===== src/color_sensor_pkg.sv =====
// Constants, types and state layout for the color sensor control register bank.
package color_sensor_pkg;

  // Register offsets on the serial register bus.
  localparam logic [7:0] OFS_CHIP_IDENTITY = 8'h01;
  localparam logic [7:0] OFS_POWER_LEVEL_CTRL = 8'h04;
  localparam logic [7:0] OFS_CHIP_REVISION = 8'h11;
  localparam logic [7:0] OFS_IRQ_PIN_SETUP = 8'h22;
  localparam logic [7:0] OFS_INIT_CONFIG_A = 8'h70;
  localparam logic [7:0] OFS_INIT_CONFIG_B = 8'h71;
  localparam logic [7:0] OFS_INDICATOR_LED_CTRL = 8'h84;
  localparam logic [7:0] OFS_INIT_CONFIG_D = 8'h88;
  localparam logic [7:0] OFS_INIT_CONFIG_E = 8'h9A;
  localparam logic [7:0] OFS_INIT_CONFIG_C = 8'hB0;
  localparam logic [7:0] OFS_SHUTTER_DRIVER_CTRL = 8'hEA;
  localparam logic [7:0] OFS_IRQ_CLEAR_CTRL = 8'hF8;
  localparam logic [7:0] OFS_READY_NOTIFY_CTRL = 8'hF9;

  // Reset values.
  localparam logic [7:0] RST_POWER_LEVEL_CTRL = 8'h02;
  localparam logic [7:0] RST_IRQ_PIN_SETUP = 8'h00;
  localparam logic [7:0] RST_OTHER = 8'h00;

  // Field positions.
  localparam int POWER_LEVEL_SELECT_BIT = 1;
  localparam int IRQ_CLEAR_BIT = 2;
  localparam int NOTIFY_EN_MSB = 2;
  localparam int NOTIFY_EN_LSB = 1;
  localparam int SHUTTER_ON_BIT = 2;
  localparam int INDICATOR_CURRENT_MSB = 3;
  localparam int INDICATOR_CURRENT_LSB = 2;
  localparam int INDICATOR_ON_BIT = 0;

  // Interrupt pin setup code that enables the pin.
  localparam logic [7:0] IRQ_PIN_ENABLE_CODE = 8'hCA;

  // Bits in one serial byte.
  localparam logic [3:0] BYTE_BITS = 4'h8;

  typedef enum logic [3:0] {
    ST_IDLE = 4'h0,
    ST_ADDR = 4'h1,
    ST_ADDR_ACK = 4'h2,
    ST_REG = 4'h3,
    ST_REG_ACK = 4'h4,
    ST_WDATA = 4'h5,
    ST_WDATA_ACK = 4'h6,
    ST_RDATA = 4'h7,
    ST_RACK = 4'h8
  } serial_state_t;

  // LED driver outputs.
  typedef struct packed {
    logic shutter_on;
    logic [1:0] shutter_limit;
    logic indicator_on;
    logic [1:0] indicator_current;
  } led_out_t;

  // Whole state of the register bank.
  typedef struct packed {
    logic [7:0] power;
    logic [7:0] irq_pin;
    logic [7:0] cfg_a;
    logic [7:0] cfg_b;
    logic [7:0] cfg_c;
    logic [7:0] cfg_d;
    logic [7:0] cfg_e;
    logic [7:0] indicator;
    logic [7:0] shutter;
    logic [7:0] irq_clear;
    logic [7:0] notify;
    logic ready_flag;
    logic irq;
    led_out_t led;
    serial_state_t state;
    logic [3:0] cnt;
    logic [7:0] shift;
    logic [7:0] ptr;
    logic rw;
    logic sda_drive;
    logic scl_q;
    logic sda_q;
  } bank_state_t;

endpackage


===== src/color_sensor_control_registers.sv =====
// Serial target and control register bank of the color sensor.
`timescale 1ns/100ps

// Bus overview.
// The host reaches the bank over a two-wire serial bus: a clock line that only the host
// drives and a shared data line with a pull-up that either side may pull low.
// Both lines are sampled on the system clock and treated as synchronous to it, so the host
// must leave at least two system clocks between any two line edges.
// A start is a falling data line while the bus clock stays high.
// A stop is a rising data line while the bus clock stays high.
// Either one may come at any time and takes priority over the byte engine.
// Each byte travels most significant bit first.
// Data bits are taken one clock after the bus clock is seen high.
// The data line may only change while the bus clock is low.
// After the eighth bit the bank pulls the data line low for one bit time to acknowledge.
// The acknowledge starts one clock after the following bus clock fall.
// It ends one clock after the next bus clock fall.
// A write frame carries the target address with the write bit, then the register pointer,
// then any number of data bytes.
// Each data byte lands in the register that the pointer names.
// The pointer then moves on by one, wrapping from the top address to zero.
// A read frame sets the pointer as a write would, then repeats the start with the read bit.
// The bank then shifts out the addressed byte and moves the pointer on after each byte.
// An acknowledge from the host asks for the next byte.
// A missing acknowledge from the host ends the read.
// An address that is not ours is left unanswered until the next start.
// Writes to the identity and revision bytes are acknowledged but change nothing.
// Writes to addresses outside the map are acknowledged but change nothing.
// Reads of addresses outside the map return zero.

// Register map, offset then contents.
// Offset 0x01 holds the fixed identity byte, read only.
// Offset 0x04 holds the power level, with bit 1 high for normal operation.
// Offset 0x11 holds the fixed revision byte, read only.
// Offset 0x22 holds the interrupt pin setup; the pin works only with the enable code.
// Offsets 0x70, 0x71, 0xB0, 0x88 and 0x9A hold the configuration bytes.
// Offset 0x84 holds the indicator: bit 0 switches it on, bits 3:2 pick its current.
// Offset 0xEA holds the shutter driver: bit 2 switches it on.
// Offset 0xF8 holds the interrupt clear: bit 2 drops the ready flag while notification is enabled.
// Offset 0xF9 holds the ready notification enable in bits 2:1.

// Hazards and limits.
// The bank never stretches the bus clock.
// The host must therefore keep each low phase long enough for a read bit to settle.
// Reserved bits are stored as written and read back as written.
// A host that writes reserved bits as zero therefore always reads zero there.
// The configuration bytes have no effect inside this block; they are only held.
// The ready flag is sticky: it stays set until the host clears it.
// A ready event in the same cycle as a clear wins, so no event is lost.
module color_sensor_control_registers #(
  parameter logic [6:0] TARGET_ADDR = 7'h2A,
  parameter logic [7:0] CHIP_IDENTITY = 8'h5A, // Value is arbitrary.
  parameter logic [7:0] CHIP_REVISION = 8'h01 // Value is arbitrary.
) (
  input wire logic clk_i,
  input wire logic rst_b_i,
  input wire logic scl_i,
  input wire logic sda_i,
  output logic sda_o,
  output logic sda_oe_b_o,
  input wire logic channel_ready_i,
  input wire logic [1:0] gain_drive_limit_i,
  output logic power_normal_o,
  output color_sensor_pkg::led_out_t led_o,
  output logic data_ready_o,
  output logic irq_o
);

  // Registered state and its next value.
  color_sensor_pkg::bank_state_t s_q;
  color_sensor_pkg::bank_state_t s_d;

  // Bus line events decoded from the sampled levels.
  logic start_seen;
  logic stop_seen;
  logic scl_rise;
  logic scl_fall;

  // Register write strobe, address and data from the byte engine, and the read byte.
  logic wr_en;
  logic [7:0] wr_addr;
  logic [7:0] wr_data;
  logic [7:0] rd_byte;

  // Tells whether the notify field enables data ready signalling.
  // Either bit of the two-bit field counts as enabled.
  // The same test gates the ready flag, the clear and the clear bit read-back.
  function automatic logic notify_on(input logic [7:0] v);
    notify_on = |v[color_sensor_pkg::NOTIFY_EN_MSB:color_sensor_pkg::NOTIFY_EN_LSB];
  endfunction

  // Returns the byte that a read at the given address shows.
  // Read data comes from the registered state, so a read after a write sees the new value.
  // The clear bit is forced high while notification is enabled so that a host can poll it.
  // Addresses outside the map read as zero.
  function automatic logic [7:0] read_reg(input logic [7:0] a,
                                          input color_sensor_pkg::bank_state_t s);
    logic [7:0] v;
    v = 8'h00;
    case (a)
      color_sensor_pkg::OFS_CHIP_IDENTITY: v = CHIP_IDENTITY;
      color_sensor_pkg::OFS_CHIP_REVISION: v = CHIP_REVISION;
      color_sensor_pkg::OFS_POWER_LEVEL_CTRL: v = s.power;
      color_sensor_pkg::OFS_IRQ_PIN_SETUP: v = s.irq_pin;
      color_sensor_pkg::OFS_INIT_CONFIG_A: v = s.cfg_a;
      color_sensor_pkg::OFS_INIT_CONFIG_B: v = s.cfg_b;
      color_sensor_pkg::OFS_INIT_CONFIG_C: v = s.cfg_c;
      color_sensor_pkg::OFS_INIT_CONFIG_D: v = s.cfg_d;
      color_sensor_pkg::OFS_INIT_CONFIG_E: v = s.cfg_e;
      color_sensor_pkg::OFS_INDICATOR_LED_CTRL: v = s.indicator;
      color_sensor_pkg::OFS_SHUTTER_DRIVER_CTRL: v = s.shutter;
      color_sensor_pkg::OFS_IRQ_CLEAR_CTRL: begin
        v = s.irq_clear;
        if (notify_on(s.notify)) begin
          v[color_sensor_pkg::IRQ_CLEAR_BIT] = 1'b1;
        end
      end
      color_sensor_pkg::OFS_READY_NOTIFY_CTRL: v = s.notify;
      default: v = 8'h00;
    endcase
    read_reg = v;
  endfunction

  // Bus line events, seen against the levels of the previous cycle.
  assign start_seen = scl_i & s_q.scl_q & s_q.sda_q & ~sda_i;
  assign stop_seen = scl_i & s_q.scl_q & ~s_q.sda_q & sda_i;
  assign scl_rise = scl_i & ~s_q.scl_q;
  assign scl_fall = ~scl_i & s_q.scl_q;
  assign rd_byte = read_reg(s_q.ptr, s_q);

  // Serial target, register writes and ready flag.
  always_comb begin
    s_d = s_q;
    wr_en = 1'b0;
    wr_addr = s_q.ptr;
    wr_data = s_q.shift;
    s_d.scl_q = scl_i;
    s_d.sda_q = sda_i;
    // A start or a stop overrides whatever the byte engine is doing.
    // A repeated start in the middle of a frame restarts the address phase.
    if (start_seen) begin
      s_d.state = color_sensor_pkg::ST_ADDR;
      s_d.cnt = 4'h0;
      s_d.sda_drive = 1'b0;
    end else if (stop_seen) begin
      s_d.state = color_sensor_pkg::ST_IDLE;
      s_d.sda_drive = 1'b0;
    end else begin
      case (s_q.state)
        // Idle: wait for a start with the data line left to the pull-up.
        color_sensor_pkg::ST_IDLE: begin
          s_d.sda_drive = 1'b0;
        end
        // Byte receive: address, pointer and write data share one shifter.
        // Bits are counted on each bus clock rise.
        // The acknowledge is raised on the fall after the eighth bit, never while the clock is high.
        color_sensor_pkg::ST_ADDR,
        color_sensor_pkg::ST_REG,
        color_sensor_pkg::ST_WDATA: begin
          if (scl_rise && s_q.cnt < color_sensor_pkg::BYTE_BITS) begin
            s_d.shift = {s_q.shift[6:0], sda_i};
            s_d.cnt = s_q.cnt + 4'h1;
          end
          if (scl_fall && s_q.cnt == color_sensor_pkg::BYTE_BITS) begin
            s_d.cnt = 4'h0;
            s_d.sda_drive = 1'b1;
            if (s_q.state == color_sensor_pkg::ST_ADDR) begin
              if (s_q.shift[7:1] == TARGET_ADDR) begin
                s_d.rw = s_q.shift[0];
                s_d.state = color_sensor_pkg::ST_ADDR_ACK;
              end else begin
                s_d.sda_drive = 1'b0;
                s_d.state = color_sensor_pkg::ST_IDLE;
              end
            end else if (s_q.state == color_sensor_pkg::ST_REG) begin
              s_d.ptr = s_q.shift;
              s_d.state = color_sensor_pkg::ST_REG_ACK;
            end else begin
              wr_en = 1'b1;
              s_d.ptr = s_q.ptr + 8'h01;
              s_d.state = color_sensor_pkg::ST_WDATA_ACK;
            end
          end
        end
        // Address acknowledge: its closing fall starts a read byte or the pointer phase.
        color_sensor_pkg::ST_ADDR_ACK: begin
          if (scl_fall) begin
            if (s_q.rw) begin
              s_d.shift = rd_byte;
              s_d.sda_drive = ~rd_byte[7];
              s_d.state = color_sensor_pkg::ST_RDATA;
            end else begin
              s_d.sda_drive = 1'b0;
              s_d.state = color_sensor_pkg::ST_REG;
            end
          end
        end
        // Pointer and data acknowledges: release the line and take further data bytes.
        color_sensor_pkg::ST_REG_ACK,
        color_sensor_pkg::ST_WDATA_ACK: begin
          if (scl_fall) begin
            s_d.sda_drive = 1'b0;
            s_d.state = color_sensor_pkg::ST_WDATA;
          end
        end
        // Read byte: the line is pulled low for each zero bit and released for each one bit.
        // The next bit is put out one clock after each bus clock fall.
        color_sensor_pkg::ST_RDATA: begin
          if (scl_rise) begin
            s_d.cnt = s_q.cnt + 4'h1;
          end
          if (scl_fall) begin
            if (s_q.cnt == color_sensor_pkg::BYTE_BITS) begin
              s_d.sda_drive = 1'b0;
              s_d.cnt = 4'h0;
              s_d.ptr = s_q.ptr + 8'h01;
              s_d.state = color_sensor_pkg::ST_RACK;
            end else begin
              s_d.shift = {s_q.shift[6:0], 1'b0};
              s_d.sda_drive = ~s_q.shift[6];
            end
          end
        end
        // Host answer: a high line at the rise ends the read, otherwise the next byte follows.
        color_sensor_pkg::ST_RACK: begin
          if (scl_rise && sda_i) begin
            s_d.state = color_sensor_pkg::ST_IDLE;
          end else if (scl_fall) begin
            s_d.shift = rd_byte;
            s_d.sda_drive = ~rd_byte[7];
            s_d.state = color_sensor_pkg::ST_RDATA;
          end
        end
        // Any unknown state falls back to idle with the line released.
        default: begin
          s_d.state = color_sensor_pkg::ST_IDLE;
          s_d.sda_drive = 1'b0;
        end
      endcase
    end

    // Register writes; read-only and unlisted addresses are ignored.
    // A write lands on the fall that follows the eighth data bit, together with the acknowledge.
    // The whole byte is stored, reserved bits included, so reads return what was written, apart from the clear bit forced high while notification is enabled.
    // A clear only acts while notification is enabled; otherwise it is merely stored.
    if (wr_en) begin
      case (wr_addr)
        color_sensor_pkg::OFS_POWER_LEVEL_CTRL: s_d.power = wr_data;
        color_sensor_pkg::OFS_IRQ_PIN_SETUP: s_d.irq_pin = wr_data;
        color_sensor_pkg::OFS_INIT_CONFIG_A: s_d.cfg_a = wr_data;
        color_sensor_pkg::OFS_INIT_CONFIG_B: s_d.cfg_b = wr_data;
        color_sensor_pkg::OFS_INIT_CONFIG_C: s_d.cfg_c = wr_data;
        color_sensor_pkg::OFS_INIT_CONFIG_D: s_d.cfg_d = wr_data;
        color_sensor_pkg::OFS_INIT_CONFIG_E: s_d.cfg_e = wr_data;
        color_sensor_pkg::OFS_INDICATOR_LED_CTRL: s_d.indicator = wr_data;
        color_sensor_pkg::OFS_SHUTTER_DRIVER_CTRL: s_d.shutter = wr_data;
        color_sensor_pkg::OFS_READY_NOTIFY_CTRL: s_d.notify = wr_data;
        color_sensor_pkg::OFS_IRQ_CLEAR_CTRL: begin
          s_d.irq_clear = wr_data;
          if (wr_data[color_sensor_pkg::IRQ_CLEAR_BIT] && notify_on(s_q.notify)) begin
            s_d.ready_flag = 1'b0;
          end
        end
        default: s_d.ptr = s_d.ptr;
      endcase
    end

    // A ready event in the same cycle as a clear keeps the flag set.
    // Ready events while notification is disabled are dropped, not held back.
    if (channel_ready_i && notify_on(s_q.notify)) begin
      s_d.ready_flag = 1'b1;
    end

    // Interrupt pin only asserts when set up with the enable code.
    // It is built from the next flag value so that flag and pin move in the same cycle.
    s_d.irq = s_d.ready_flag && (s_d.irq_pin == color_sensor_pkg::IRQ_PIN_ENABLE_CODE);

    // LED driver outputs follow their control registers.
    // They are built from the next register values and so move with the register itself.
    // The shutter limit is only passed through; the gain and drive setting lives elsewhere.
    s_d.led.shutter_on = s_d.shutter[color_sensor_pkg::SHUTTER_ON_BIT];
    s_d.led.shutter_limit = gain_drive_limit_i;
    s_d.led.indicator_on = s_d.indicator[color_sensor_pkg::INDICATOR_ON_BIT];
    s_d.led.indicator_current = s_d.indicator[color_sensor_pkg::INDICATOR_CURRENT_MSB:
                                              color_sensor_pkg::INDICATOR_CURRENT_LSB];
  end

  // State register with synchronous reset.
  // All registers clear except the power byte, which comes up in normal operation, and the two sampled bus levels.
  // The sampled bus levels reset high, the idle level of both lines, so no false start follows.
  always_ff @(posedge clk_i) begin
    if (!rst_b_i) begin
      s_q <= '0;
      s_q.power <= color_sensor_pkg::RST_POWER_LEVEL_CTRL;
      s_q.irq_pin <= color_sensor_pkg::RST_IRQ_PIN_SETUP;
      s_q.notify <= color_sensor_pkg::RST_OTHER;
      s_q.indicator <= color_sensor_pkg::RST_OTHER;
      s_q.scl_q <= 1'b1;
      s_q.sda_q <= 1'b1;
    end else begin
      s_q <= s_d;
    end
  end

  // Open-drain data line: only ever pulled low.
  // The enable is registered, so the line never glitches while the bus clock is high.
  assign sda_o = 1'b0;
  assign sda_oe_b_o = ~s_q.sda_drive;
  assign power_normal_o = s_q.power[color_sensor_pkg::POWER_LEVEL_SELECT_BIT];
  assign led_o = s_q.led;
  assign data_ready_o = s_q.ready_flag;
  assign irq_o = s_q.irq;

endmodule


===== config.mk =====
export PLATFORM = sky130hd
export DESIGN_NAME = color_sensor_control_registers
export DESIGN_NICKNAME = d
export VERILOG_FILES = /design/src/color_sensor_pkg.sv /design/src/color_sensor_control_registers.sv
export SDC_FILE = /design/constraint.sdc
export NUM_CORES = 1
export LEC_CHECK = 0
export BUFFER_PORTS_ARGS = -buffer_cell sky130_fd_sc_hd__buf_4
export CORE_MARGIN = 3
export CORE_UTILIZATION = 30
export DETAILED_ROUTE_END_ITERATION = 8
export PLACE_DENSITY = 0.47
export SLEW_MARGIN = 20
export SYNTH_ARGS = -nofsm -noshare
export SYNTH_HDL_FRONTEND = slang
export SYNTH_SLANG_ARGS = --single-unit

===== constraint.sdc =====
create_clock -name clk_i -period 2.4 [get_ports clk_i]
set_clock_uncertainty 0.1 [all_clocks]
set_input_delay 0.24 -clock clk_i [delete_from_list [all_inputs] [get_ports clk_i]]
set_output_delay 0.24 -clock clk_i [all_outputs]
set_load 0.02 [all_outputs]

==> metrics.txt <==
status complete, no violations; worst reg2reg endpoint wr_data[5]$_SDFFE_PN0P_; reg2reg path depth 8; Antenna diodes 0; initial DRC count 350; Tcrit/Tclk final between 90% and 100%; most common cell after layout, fill and taps aside dfxtp_1; cell area after synthesis 6180 µm²; die area 22,300 µm²; Post-route DRC 0; initial antenna violation count 0; Post-Syn Nets around 720; Async SR Flop Fraction 0%; Detail Placement HPWL roughly 15,000 µm; Slew headroom 59.5%; Setup TNS Final 0 ns; Bufs on Longest Clock Path 2; Syn Area/Cell 8.69 µm²; largest net degree at the start of global routing 36; Final Wtd Congestion 0.873; H-tree depth 4; cell taking the most area after synthesis dfxtp_1; CTS sink cnt 120; startpoint types register; final hold vios 0; num ports 18; critical path class register to register; Lkg Pwr 0.00274 µW; Peak Freq approximately 430 MHz; Yosys reg bits 120; Overflow after GRT 0; GRT Total Usage a little under a fifth; CP endpoint kind register; vias in the first global route ~5,500; Top FF cell, synth dfxtp_1; Via density about 5.3; pwr/cell area 701 nW/µm²; synth warn 0; Post-Route WL 20,000 µm; die height 149 µm; Non-Filler Instances 1,049; Hold EP data_ready_o$_SDFF_PN0_; top cells by area, synth dfxtp_1 39%, mux2i_1 16%, nor2_1 7.2%; Port Buffers 16; Critical Path RT 2.65 ns; Root Driver clkbuf_16; CP Data Arrival Time 2.59 ns; core footprint approximately 20,000 µm²; FF-to-FF Start wr_addr[0]$_SDFFE_PN0P_; TritonCTS Buffers 17; worst-margin pin slew 0.607 ns; Hold Crit Start channel_ready_i; Clk Latency, worst-skew pair 0.42 ns; initial core utilization 31.1%; post-layout net count 785; Yosys top cell area share roughly two fifths; Die W 149 µm; CTS tree done; peak supply drop 0.481 mV; first-pass GRT wire length approximately 32,000 µm; flop2flop setup slack 0.06 ns; Crit Path Max Fanout 4; DP Cell Count 1,013; cells after synthesis 711; EDFF count, synth 0; Antenna Nets Post-Route 0; Slew Limit Fails 0; share of layout cells above drive strength 1 21.3%; Tmin final 2.34 ns; register area share after synthesis 38.9%; most frequent cells in the layout 120 x dfxtp_1, 118 x nor2_1, 97 x mux2i_1; Setup-failing EPs final 0; detailed-route via count ~5,600; worst hold stages 3; WL per Instance around 19 µm; hold_ws 0.0384 ns; Worst-path clk slew 0.06 ns; Max-Cap Viols 0; row cnt just over 50; area grow syn2layout 26.5%; post-synthesis cell type count 66; Worst Hold Class input pin to register; DRT Pass-1 Iters 5
==> layer usage <==
layer	up-vias	global-route usage [%]	wire (µm)
met1	2730	26.6	9720
met3	27	3.79	1110
met5	-	0	0
met2	164	27.8	8840
met4	0	5.90	312
li1	2655	-	-
==> registers in the layout, indices dropped and copies added, names as in the netlist <==
signal,cells
led_o,2
wr_data,8
data_ready_o,1
power_normal_o,1
irq_o,1
wr_addr,8
s_q,99
==> per-stage QoR <==
| step | setup slack, ns | util [%] | area (µm²) | total power (µW) |
|---|---|---|---|---|
| 2_1_floorplan | 0.0294 | - | 6180 | 2560 |
| 3_3_place_gp | -0.0630 | 35.5 | 7040 | 2830 |
| 3_5_place_dp | -0.0975 | 35.5 | 7040 | 2830 |
| 4_1_cts | -0.0337 | 38.9 | 7720 | 5500 |
| 5_1_grt | -0.0170 | 39.4 | 7810 | 5680 |
| 6_report | 0.0637 | 39.4 | 7810 | 5480 |
==> synthesized netlist by cell type, types with 3 or more instances <==
cell type	number
mux2i_1	97
nand3b_1	5
and2_1	7
nor4bb_1	4
a222oi_1	3
a221oi_1	4
o211a_1	6
buf_4	10
a21oi_1	29
or3_1	4
clkbuf_1	40
and3b_1	3
o22ai_1	5
and3_1	8
dfxtp_1	120
nand3_1	11
xnor2_1	4
o21ai_1	4
a211oi_1	5
nor2b_1	10
inv_1	15
nand4b_1	3
nor3b_1	6
nor2_1	118
xor2_1	4
a21o_1	3
nor4_1	11
nand2b_1	7
o211ai_1	5
a32oi_1	5
o21ai_0	26
nor3_1	10
nor2_2	3
a32o_1	3
a22oi_1	16
a31oi_1	7
ha_1	6
nand2_1	35
buf_2	11
==> critical path, stage by stage (launching register included) <==
cell and delay, ns:
dfxtp_1 0.31, inv_1 0.10, ha_2 0.22, and3_4 0.21, a22oi_1 0.08, or4_1 0.43
a31o_4 0.27, or3_4 0.40, o21ai_2 0.15
==> worst max-delay path by stage <==
stage | from | endpoint | cells past startpoint | slack, ns
after floorplan | wr_addr[0]$_SDFFE_PN0P_ | wr_data[7]$_SDFFE_PN0P_ | 9 | 0.03
after global placement | wr_addr[0]$_SDFFE_PN0P_ | wr_data[5]$_SDFFE_PN0P_ | 8 | -0.06
after detailed placement | wr_addr[0]$_SDFFE_PN0P_ | wr_data[5]$_SDFFE_PN0P_ | 8 | -0.1
after CTS | wr_addr[0]$_SDFFE_PN0P_ | wr_data[5]$_SDFFE_PN0P_ | 8 | -0.03
after global routing | wr_addr[1]$_SDFFE_PN0P_ | wr_data[4]$_SDFFE_PN0P_ | 8 | -0.02
final | wr_addr[0]$_SDFFE_PN0P_ | wr_data[5]$_SDFFE_PN0P_ | 8 | 0.06
==> cells by family (layout without fill, tap and decap cells) <==
family	Yosys count	in the layout	synth area share (%)
DFF	120	120	38.9
muxes	97	97	15.7
xor gates and xnor gates	8	8	1.13
adders and majority gates	6	6	1.22
other	1	1	0.0607
buffers and inverters	79	152	5.87
and+or+nand+nor	262	262	21.9
AOI/OAI and AO/OA	138	138	15.2
==> where the power goes <==
group | internal (µW) | switching [µW]
Combinational | 259 | 459
Clock | 1660 | 998
Sequential | 2040 | 61.4
==> repair_timing <==
| item | CTS | global route |
|---|---|---|
| pin swaps | 0 | 5 |
| buffers inserted | 0 | 1 |
| hold endpoints to repair | 4 | 0 |
| gates resized for setup | 4 | 20 |
| hold buffers | 4 | 0 |
| setup endpoints to repair | 12 | 79 |
==> area by class of cell <==
cell class                      instances  area (µm²)
Inverter                               15        56.3
Timing Repair Buffer                  106         880
Tap cell                              265         332
Clock inverter                         13         171
Multi-Input combinational cell        512        3530
Clock buffer                           18         439
Sequential cell                       120        2400
Fill cell                            1985       12000
No activity file was read; power rests on OpenSTA's default activity.
